`config.mk`:
```
export PLATFORM = sky130hd
export DESIGN_NAME = fei_host_flat
export DESIGN_NICKNAME = d
export VERILOG_FILES = /design/src/fei_pkg.sv /design/src/fei_if.sv /design/src/fei_host.sv /design/src/flat_wrapper.sv
export VERILOG_INCLUDE_DIRS = /design/src /design/src/src
export SDC_FILE = /design/constraint.sdc
export NUM_CORES = 1
export LEC_CHECK = 0
export BUFFER_PORTS_ARGS = -buffer_cell sky130_fd_sc_hd__buf_2
export CAP_MARGIN = 20
export CORE_UTILIZATION = 27
export DETAILED_ROUTE_END_ITERATION = 8
export GPL_ROUTABILITY_DRIVEN = 0
export GPL_TIMING_DRIVEN = 0
export PLACE_DENSITY = 0.48
export SLEW_MARGIN = 25
export SYNTH_ARGS = -nofsm -noshare
export SYNTH_HDL_FRONTEND = slang
export SYNTH_SLANG_ARGS = --single-unit
```
`constraint.sdc`:
```
create_clock -name CLOCK_I -period 2 [get_ports CLOCK_I]
set_input_delay 0.6 -clock CLOCK_I [delete_from_list [all_inputs] [get_ports CLOCK_I]]
set_output_delay 0.6 -clock CLOCK_I [all_outputs]
set_load 0.02 [all_outputs]
```
`src/fei_defines.svh`:
```
// constants for the fp exception interrupt block
`ifndef FEI_DEFINES_SVH
`define FEI_DEFINES_SVH
`define FEI_W 32
`define FEI_INVALID_OP_BIT 0
`define FEI_DIV_ZERO_BIT 1
`define FEI_OVERFLOW_BIT 2
`define FEI_UNDERFLOW_BIT 3
`define FEI_INEXACT_BIT 4
`define FEI_IN_DENORMAL_BIT 7
`define FEI_FLAG_MASK 32'h0000009F
`define FEI_IRQ_MASK 32'h0000008F
`define FEI_LAZY_EN_BIT 30
`define FEI_AUTO_EN_BIT 31
`define FEI_MODE_LAZY_BIT 0
`define FEI_MODE_AUTO_BIT 1
`define FEI_MODE_NONE 2'h0
`define FEI_ISTAT_SERVICED 0
`define FEI_ISTAT_SAVED 1
`define FEI_RST_STATUS 32'h00000000
`define FEI_OFS_CTRL 5'h00
`define FEI_OFS_STATUS 5'h04
`define FEI_OFS_FLAGS 5'h08
`define FEI_OFS_STACK 5'h0C
`define FEI_OFS_ISTAT 5'h10
`define FEI_OFS_IMASK 5'h14
`endif

```
`src/fei_pkg.sv`:
```
// types for the fp exception interrupt block
package fei_pkg;
    typedef enum logic [3:0] {
        FEI_IDLE = 4'h1,
        FEI_RD = 4'h2,
        FEI_WR = 4'h4,
        FEI_DONE = 4'h8
    } fei_hstate_t;
endpackage

```
`src/fei_if.sv`:
```
// link between the flag unit and its handler end
`timescale 1ns/10ps
interface fei_if;
    logic sr_rd;
    logic sr_wr;
    logic [31:0] sr_wdata;
    logic [31:0] sr_rdata;
    logic [31:0] stack_copy;
    logic stack_valid;
    logic irq;
    logic [1:0] preserve_mode;
    modport dev (input sr_rd, input sr_wr, input sr_wdata, input preserve_mode,
        output sr_rdata, output stack_copy, output stack_valid, output irq);
    modport hst (output sr_rd, output sr_wr, output sr_wdata, output preserve_mode,
        input sr_rdata, input stack_copy, input stack_valid, input irq);
endinterface

```
`src/fei_host.sv`:
```
// handler end: service the request, clear flags per preservation mode
//
// The Avalon-MM slave port and the address map were left to the implementer.
`timescale 1ns/10ps
`include "fei_defines.svh"
module fei_host (
    // clock and reset
    input wire logic CLOCK_I,
    input wire logic RST_N_I,
    // avalon-mm slave
    input wire logic [4:0] AVS_ADDRESS_I,
    input wire logic AVS_READ_I,
    input wire logic AVS_WRITE_I,
    input wire logic [31:0] AVS_WRITEDATA_I,
    output logic [31:0] AVS_READDATA_O,
    output logic AVS_WAITREQUEST_O,
    // interrupt to the system
    output logic IRQ_O,
    // link to the flag unit
    fei_if.hst LINK
);
    typedef struct packed {
        logic [31:0] ctrl;
        logic [31:0] last;
        logic [31:0] stk;
        logic [1:0] istat;
        logic [1:0] imask;
        fei_pkg::fei_hstate_t phase;
        logic rd;
        logic wr;
        logic [31:0] wd;
        logic [31:0] rdata;
        logic wait_n;
        logic irq;
    } fei_host_state_t;
    fei_host_state_t s_q, s_d;
    logic acc;
    logic [1:0] mode;
    logic taking;
    logic [1:0] hev;
    logic [1:0] wbits;

    assign acc = (AVS_READ_I | AVS_WRITE_I) & ~s_q.wait_n;
    assign mode = {s_q.ctrl[`FEI_AUTO_EN_BIT], s_q.ctrl[`FEI_LAZY_EN_BIT]};
    // status copy lags the read strobe by a cycle: take it once the strobe is gone
    assign taking = (s_q.phase == fei_pkg::FEI_RD) & ~s_q.rd;
    assign hev[`FEI_ISTAT_SERVICED] = taking;
    assign hev[`FEI_ISTAT_SAVED] = LINK.stack_valid;
    assign wbits = AVS_WRITEDATA_I[`FEI_ISTAT_SAVED:`FEI_ISTAT_SERVICED];

    always_comb begin
        s_d = s_q;
        s_d.rd = 1'b0;
        s_d.wr = 1'b0;
        s_d.wait_n = 1'b0;
        case (s_q.phase)
            fei_pkg::FEI_IDLE: begin
                if (LINK.irq) begin
                    s_d.rd = 1'b1;
                    s_d.phase = fei_pkg::FEI_RD;
                end
            end
            fei_pkg::FEI_RD: begin
                if (taking) begin
                    s_d.last = LINK.sr_rdata;
                    if (mode == `FEI_MODE_NONE) begin
                        s_d.wr = 1'b1;
                        s_d.wd = LINK.sr_rdata & ~`FEI_IRQ_MASK;
                        s_d.phase = fei_pkg::FEI_WR;
                    end else begin
                        s_d.phase = fei_pkg::FEI_DONE;
                    end
                end
            end
            fei_pkg::FEI_WR: begin
                s_d.phase = fei_pkg::FEI_DONE;
            end
            // gives the cleared level time to reach irq before idle looks again
            fei_pkg::FEI_DONE: begin
                s_d.phase = fei_pkg::FEI_IDLE;
            end
            default: begin
                s_d.phase = fei_pkg::FEI_IDLE;
            end
        endcase
        if (LINK.stack_valid) begin
            s_d.stk = LINK.stack_copy & ~`FEI_IRQ_MASK;
        end
        if (acc) begin
            s_d.wait_n = 1'b1;
            s_d.rdata = 32'h00000000;
            if (AVS_WRITE_I) begin
                case (AVS_ADDRESS_I)
                    `FEI_OFS_CTRL: s_d.ctrl = AVS_WRITEDATA_I;
                    `FEI_OFS_ISTAT: s_d.istat = s_q.istat & ~wbits;
                    `FEI_OFS_IMASK: s_d.imask = wbits;
                    default: s_d.rdata = 32'h00000000;
                endcase
            end else begin
                case (AVS_ADDRESS_I)
                    `FEI_OFS_CTRL: s_d.rdata = s_q.ctrl;
                    `FEI_OFS_STATUS: s_d.rdata = {28'h0000000, s_q.phase};
                    `FEI_OFS_FLAGS: s_d.rdata = s_q.last;
                    `FEI_OFS_STACK: s_d.rdata = s_q.stk;
                    `FEI_OFS_ISTAT: s_d.rdata = {30'h0, s_q.istat};
                    `FEI_OFS_IMASK: s_d.rdata = {30'h0, s_q.imask};
                    default: s_d.rdata = 32'h00000000;
                endcase
            end
        end
        // set wins over a same-cycle clear
        s_d.istat = s_d.istat | hev;
        s_d.irq = |(s_d.istat & s_d.imask);
    end

    always_ff @(posedge CLOCK_I) begin
        if (!RST_N_I) begin
            s_q <= '{phase: fei_pkg::FEI_IDLE, default: '0};
        end else begin
            s_q <= s_d;
        end
    end

    assign LINK.sr_rd = s_q.rd;
    assign LINK.sr_wr = s_q.wr;
    assign LINK.sr_wdata = s_q.wd;
    assign LINK.preserve_mode = mode;
    assign AVS_READDATA_O = s_q.rdata;
    assign AVS_WAITREQUEST_O = ~s_q.wait_n;
    assign IRQ_O = s_q.irq;
endmodule // fei_host

```
`src/flat_wrapper.sv`:
```
// flat-port wrapper written by rule: the top's interface ports become plain ports
module fei_host_flat 
  (CLOCK_I, RST_N_I, AVS_ADDRESS_I, AVS_READ_I, AVS_WRITE_I, AVS_WRITEDATA_I, AVS_READDATA_O, AVS_WAITREQUEST_O, IRQ_O, LINK_sr_rd, LINK_sr_wr, LINK_sr_wdata, LINK_preserve_mode, LINK_sr_rdata, LINK_stack_copy, LINK_stack_valid, LINK_irq);
  fei_if LINK_i ();
  input wire logic CLOCK_I;
  input wire logic RST_N_I;
  input wire logic [4:0] AVS_ADDRESS_I;
  input wire logic AVS_READ_I;
  input wire logic AVS_WRITE_I;
  input wire logic [31:0] AVS_WRITEDATA_I;
  output logic [31:0] AVS_READDATA_O;
  output logic AVS_WAITREQUEST_O;
  output logic IRQ_O;
  output wire logic [$bits(LINK_i.sr_rd)-1:0] LINK_sr_rd;
  output wire logic [$bits(LINK_i.sr_wr)-1:0] LINK_sr_wr;
  output wire logic [$bits(LINK_i.sr_wdata)-1:0] LINK_sr_wdata;
  output wire logic [$bits(LINK_i.preserve_mode)-1:0] LINK_preserve_mode;
  input wire logic [$bits(LINK_i.sr_rdata)-1:0] LINK_sr_rdata;
  input wire logic [$bits(LINK_i.stack_copy)-1:0] LINK_stack_copy;
  input wire logic [$bits(LINK_i.stack_valid)-1:0] LINK_stack_valid;
  input wire logic [$bits(LINK_i.irq)-1:0] LINK_irq;
  assign LINK_sr_rd = LINK_i.sr_rd;
  assign LINK_sr_wr = LINK_i.sr_wr;
  assign LINK_sr_wdata = LINK_i.sr_wdata;
  assign LINK_preserve_mode = LINK_i.preserve_mode;
  assign LINK_i.sr_rdata = LINK_sr_rdata;
  assign LINK_i.stack_copy = LINK_stack_copy;
  assign LINK_i.stack_valid = LINK_stack_valid;
  assign LINK_i.irq = LINK_irq;
  fei_host u_core (.CLOCK_I(CLOCK_I), .RST_N_I(RST_N_I), .AVS_ADDRESS_I(AVS_ADDRESS_I), .AVS_READ_I(AVS_READ_I), .AVS_WRITE_I(AVS_WRITE_I), .AVS_WRITEDATA_I(AVS_WRITEDATA_I), .AVS_READDATA_O(AVS_READDATA_O), .AVS_WAITREQUEST_O(AVS_WAITREQUEST_O), .IRQ_O(IRQ_O), .LINK(LINK_i));
endmodule
```
==> results of run 1 <==
worst paths after layout:
| check | startpoint | endpoint | slack, ns | depth (start not counted) |
|---|---|---|---|---|
| max reg2reg | u_core.s_q[68]$_SDFFE_PN1P_ | u_core.LINK.sr_wdata[20]$_SDFFE_PN0P_ | 0.22 | 6 |
| min | LINK_stack_copy[20] | u_core.s_q[96]$_SDFFE_PN0P_ | 0.40 | 3 |
| max | AVS_ADDRESS_I[4] | u_core.s_q[144]$_SDFFE_PN0P_ | 0.11 | 6 |
| min reg2reg | u_core.s_q[154]$_SDFFE_PN0P_ | u_core.s_q[154]$_SDFFE_PN0P_ | 0.45 | 2 |
logic make-up after synthesis:
| family | synth area share (%) |
|---|---|
| AO/OA/AOI/OAI | 15.4 |
| multiplexers | 9.24 |
| AND/OR/NAND/NOR | 16.7 |
| other | 0.0547 |
| flip-flops | 47.3 |
| buffers and inverters | 11.3 |
critical path: cells and delay by family:
kind | cells | cell delay [ns]
simple gates | 3 | 1.03
buf+inv | 2 | 0.48
compound gates | 1 | 0.07
Yosys cell counts (all sizes together) (2+ instances only):
cell,instances
nand2b,3
dfxtp,162
inv,3
mux2i,61
nor2,66
and3,2
a222oi,2
a22oi,30
mux2,2
buf,92
a21oi,92
nand4,3
nor4b,2
nor3,2
and2,5
clkbuf,31
a21o,2
nand2,191
a211oi,2
o2bb2ai,31
state kept, by name (all words and copies together), names as in the netlist:
| name | flops |
|---|---|
| u_core.LINK.preserve_mode | 2 |
| u_core.LINK.sr_wr | 1 |
| u_core.LINK.sr_wdata | 27 |
| u_core.AVS_READDATA_O | 32 |
| u_core.IRQ_O | 1 |
| u_core.s_q | 98 |
| u_core.LINK.sr_rd | 1 |
power groups by stage:
stage	combinational, mW	sequential [mW]	clock, mW
global placement	0.549	3.40	0
global route	0.592	3.34	3.69
finish	0.540	3.33	3.49
detailed placement	0.548	3.40	0
floorplan	0.306	3.39	0
CTS	0.550	3.33	3.57
layer usage:
layer | GRT usage, % | routed length, microns | vias to the layer above
met5 | 0 | 0 | -
met4 | 5.06 | 269 | 0
met3 | 3.08 | 969 | 17
met2 | 25.7 | 9360 | 157
met1 | 23.4 | 10700 | 2622
li1 | - | - | 2978
what timing repair did:
item                                    in CTS  in global routing
resized for setup                            0                  0
endpoints found under the setup margin       0                 14
hold endpoints to repair                     0                  0
final cells by class:
class                   count  share of cell area, %
plain buffers             122                   8.72
clock buffers              22                   5.34
clock inverters             9                   1.78
inverters                   3                  0.129
multi-input cells         512                   32.8
flip-flops and latches    162                   37.3
well taps                 324                   4.66
repair buffers            162                   9.32
stage by stage:
step | total power, mW | std cells | setup slack (ns)
finish | 7.36 | 1316 | 0.106
global route | 7.62 | 1316 | 0.0371
CTS | 7.45 | 1317 | 0.103
detailed placement | 3.95 | 1286 | -0.359
global placement | 3.95 | 1286 | -0.329
floorplan | 3.70 | 800 | 0.275
==> flow_metrics.py, run 1 <==
metrics = {
    "power": {
        "p_comb_share_pct": 7.3,
        "peakVddDrop_uv": 477,
        "p_leak_nw": 3.70,
        "p_clk_share_pct": 47.4,
        "switching_share_pct": 23.3,
        "power.density_mw_per_mm2": 847,
        "switching_power_mw": 1.71,
        "internal_power_mw": 5.65,
        "pwr-share-seq_pct": 45.2,
    },
    "yosys": {
        "ys.flop_type": "dfxtp_1",
        "postSynthAreaPerCell_sq_um": 8.61,
        "yosysTopAreaCell": "dfxtp_1",
        "ys_types": 34,
        "seq_area_frac_synth_pct": 47.3,
        "synth_edf_count": 0,
        "synth_area_leaders": "dfxtp_1 (47%), nand2_1 (10%), mux2i_1 (8.9%)",
        "synthCells": 796,
        "yosys_warnings": 0,
        "synth_top_area_share_pct": 47.3,
        "ys_ff_latch": 162,
        "ys_async_sr_fraction_pct": 0,
        "synth_area_sq_mm": 0.00685,
    },
    "placed_design": {
        "placed_area_sq_mm": 0.00808,
        "io_buffer_count": 162,
        "hpwl_microns": 16500,
    },
    "route": {
        "viasPerCell": 4.39,
        "wl_microns": 21300,
        "drc": 0,
        "wl_per_cell_microns": 16.2,
        "drt_pre_antenna_iters": 5,
        "vias": 5774,
        "postRouteAntennaNets": 0,
        "drt_first_iter_violations": 333,
    },
    "clocking": {
        "clk_pin_slew_ns": 0.07,
        "clockRootBuffer": "clkbuf_16",
        "post_cts_buffers": 0,
        "tritoncts": "yes",
        "clock_latency_ns": 0.43,
        "cts_made_buffers": 17,
        "cts_hold_buffers": 0,
        "clock-sinks": 162,
        "htree_levels": 4,
        "clock_path_buffers": 2,
    },
    "sta": {
        "final_hold_viol_count": 0,
        "fmax_mhz": 528,
        "rsz0062_at_grt": "no",
        "fin_skew_ns": 0.00803,
        "slew_headroom_pct": 56.8,
        "drv_slew": 0,
        "holdWs_ns": 0.401,
        "min_period_over_period_pct": 94.7,
        "setup_viol": 0,
        "finalCriticalPeriod_ns": 1.89,
        "worstMarginPinSlew_ns": 0.644,
        "setup_tns_ns": 0,
    },
    "floorplanning": {
        "io_pins": 177,
        "die_w_microns": 161,
        "die_area_sq_mm": 0.0260,
        "core_sq_mm": 0.0246,
        "die_h_microns": 161,
        "start_util_pct": 27.8,
        "num_rows": 57,
    },
    "finish": {
        "register_area_sq_mm": 0.00324,
        "layout_commonest_cell": "nand2_1",
        "diodes": 0,
        "final_area_sq_mm": 0.00870,
        "mostFrequentLayoutCells": "nand2_1 (191), buf_2 (180), dfxtp_1 (162), a21oi_1 (92), buf_4 (74)",
        "final_nets": 1087,
        "postLayoutCoreUtil_pct": 35.4,
        "area_delta_synth_final_pct": 27.0,
        "multi_input_area_sq_mm": 0.00285,
        "fillerInstances": 2656,
        "layout-drive-gt1-share_pct": 29.1,
    },
    "setup_path": {
        "critPathMaxFanout": 10,
        "path_class": "in2reg",
        "cp-end-kind": "flip-flop",
        "start_kind": "primary input",
        "crit_chain": "buf_2 -> nor3_1 -> nand2_1 -> clkbuf_1 -> nand2_1 -> a21oi_1",
        "critPathMostFrequentCell": "nand2_1",
        "slowest_stage": "nor3_1",
        "crit_required_ns": 2.29,
        "slowest_delay_ns": 0.55,
        "worstPathArrival_ns": 2.18,
    },
    "grt": {
        "antenna_found_initial": 0,
        "grt_start_max_net_pins": 17,
        "overflow": 0,
        "grt_pass1_vias": 5586,
        "track_usage_pct": 16.7,
        "grt_first_pass_wirelength_microns": 32400,
    },
    "job": {
        "cap_viol_max_count": 0,
    },
    "outcome": {
        "status": "complete, no violations",
    },
    "min_path": {
        "hold_path.class": "in2reg",
    },
}
No activity file was read; power rests on OpenSTA's default activity.
==> run 2, diff against run 1 <==
--- a/config.mk
+++ b/config.mk
@@ -9,6 +9,7 @@
 export BUFFER_PORTS_ARGS = -buffer_cell sky130_fd_sc_hd__buf_2
 export CAP_MARGIN = 20
 export CORE_UTILIZATION = 27
+export CTS_BUF_LIST = sky130_fd_sc_hd__clkbuf_4 sky130_fd_sc_hd__clkbuf_8 sky130_fd_sc_hd__clkbuf_16
 export DETAILED_ROUTE_END_ITERATION = 8
 export GPL_ROUTABILITY_DRIVEN = 0
 export GPL_TIMING_DRIVEN = 0
==> flow_metrics.py, run 2 (synthesis results as in run 1) <==
metrics = {
    "outcome": {
        "status": "complete, no violations",
    },
    "clocking": {
        "clockRootBuffer": "clkbuf_16",
        "htree_levels": 4,
        "clock_path_buffers": 2,
        "clk_pin_slew_ns": 0.07,
        "cts_made_buffers": 17,
        "post_cts_buffers": 0,
        "clock_latency_ns": 0.43,
        "clock-sinks": 162,
        "tritoncts": "yes",
    },
    "sta": {
        "min_period_over_period_pct": 95.0,
        "layout_setup_ws_ns": 0.100,
        "holdWs_ns": 0.400,
        "finalCriticalPeriod_ns": 1.90,
        "drv_slew": 0,
        "setup_viol": 0,
        "slew_headroom_pct": 57.2,
        "final_hold_viol_count": 0,
        "rsz0062_at_grt": "no",
        "fin_skew_ns": 0.00742,
        "setup_tns_ns": 0,
        "fmax_mhz": 526,
        "worstMarginPinSlew_ns": 0.637,
    },
    "finish": {
        "mostFrequentLayoutCells": "nand2_1 (191), buf_2 (180), dfxtp_1 (162), a21oi_1 (92), buf_4 (74)",
        "final_nets": 1087,
        "layout-drive-gt1-share_pct": 29.4,
        "diodes": 0,
        "layout_commonest_cell": "nand2_1",
        "area_delta_synth_final_pct": 27.1,
        "max_flop_register": "u_core.s_q",
        "largest_register_ffs": 98,
    },
    "setup_path": {
        "cp_top_family": "simple AND/OR/NAND/NOR gates",
        "crit_required_ns": 2.29,
        "critPathMaxFanout": 10,
        "start_kind": "primary input",
        "cp-end-kind": "flip-flop",
        "path_class": "in2reg",
        "crit_chain": "buf_2 -> nor3_1 -> nand2_1 -> clkbuf_1 -> nand2_1 -> a21oi_1",
        "path_buf_inv": 2,
        "worstPathArrival_ns": 2.19,
        "slowest_stage": "nor3_1",
        "slowest_delay_ns": 0.55,
        "critPathMostFrequentCell": "nand2_1",
    },
    "power": {
        "switching_power_mw": 1.72,
        "power.density_mw_per_mm2": 850,
        "internal_power_mw": 5.69,
        "p_leak_nw": 3.71,
        "p_clk_share_pct": 47.7,
        "pwr-share-seq_pct": 45.0,
        "switching_share_pct": 23.2,
        "p_comb_share_pct": 7.3,
        "peakVddDrop_uv": 455,
    },
    "floorplanning": {
        "io_pins": 177,
        "die_h_microns": 161,
        "start_util_pct": 27.8,
        "core_sq_mm": 0.0246,
        "die_area_sq_mm": 0.0260,
        "num_rows": 57,
        "die_w_microns": 161,
    },
    "placed_design": {
        "place_worst_setup_slack_ns": -0.359,
        "hpwl_microns": 16500,
        "io_buffer_count": 162,
    },
    "grt": {
        "overflow": 0,
        "grt_pass1_vias": 5568,
        "grt_first_pass_wirelength_microns": 32400,
        "grt_start_max_net_pins": 17,
        "antenna_found_initial": 0,
        "track_usage_pct": 16.7,
    },
    "min_path": {
        "hold_path.class": "in2reg",
    },
    "route": {
        "viasPerCell": 4.35,
        "wl_microns": 21300,
        "drt_pre_antenna_iters": 5,
        "drc": 0,
        "vias": 5725,
        "drt_first_iter_violations": 308,
        "wl_per_cell_microns": 16.2,
        "postRouteAntennaNets": 0,
    },
    "job": {
        "cap_viol_max_count": 0,
    },
}
-- run 2: cell counts in the layout (fill, tap and decap cells not counted) --
Identical to the previous run, type by type.
-- run 2: what timing repair did --
action / CTS / global route
hold buffers: 0 / 0
endpoints found under the setup margin: 0 / 14
resized for setup: 0 / 0
-- run 2: power by group through the flow --
stage / clock [mW] / combinational (mW) / sequential [mW]
floorplan: 0 / 0.306 / 3.39
global placement: 0 / 0.549 / 3.40
detailed placement: 0 / 0.548 / 3.40
CTS: 3.61 / 0.550 / 3.33
global route: 3.73 / 0.592 / 3.34
finish: 3.53 / 0.540 / 3.33
-- run 2: final timing paths --
check                                             startpoint                                    end  slack [ns]  cells past startpoint
worst min register to register  u_core.s_q[154]$_SDFFE_PN0P_           u_core.s_q[154]$_SDFFE_PN0P_        0.45                      2
worst max register to register   u_core.s_q[68]$_SDFFE_PN1P_  u_core.LINK.sr_wdata[20]$_SDFFE_PN0P_        0.22                      6
worst min-delay path                     LINK_stack_copy[20]            u_core.s_q[96]$_SDFFE_PN0P_        0.40                      3
worst max-delay path                        AVS_ADDRESS_I[4]           u_core.s_q[144]$_SDFFE_PN0P_        0.10                      6
-- run 2: through the flow --
step	util (%)	cells	power [mW]	area [sq um]
floorplan	-	800	3.70	6870
global placement	32.9	1286	3.95	8080
detailed placement	32.9	1286	3.95	8080
CTS	35.4	1317	7.50	8710
global route	35.4	1316	7.66	8710
finish	35.4	1316	7.41	8710
-- run 2: layout make-up --
cell class / instances / area, sq um
clock buffers: 22 / 475
repair buffers: 162 / 811
fillers: 2653 / 15900
flip-flops and latches: 162 / 3240
clock inverters: 9 / 155
inverters: 3 / 11.3
multi-input cells: 512 / 2850
plain buffers: 122 / 758
well taps: 324 / 405
-- run 2: routing by layer --
layer / part of all wire, % / up-vias / GRT usage, %
li1: - / 2977 / -
met1: 51 / 2589 / 23.4
met2: 44 / 142 / 25.7
met3: 4.3 / 17 / 3.08
met4: 1.3 / 0 / 5.06
met5: 0 / - / 0
-- run 2: worst register-to-register path: stages (launching register included) --
cell      delay, ns
dfxtp_1        0.37
nor4b_4        0.43
nand3_1        0.18
buf_2          0.23
clkbuf_1       0.25
nand2_1        0.12
a21oi_1        0.06
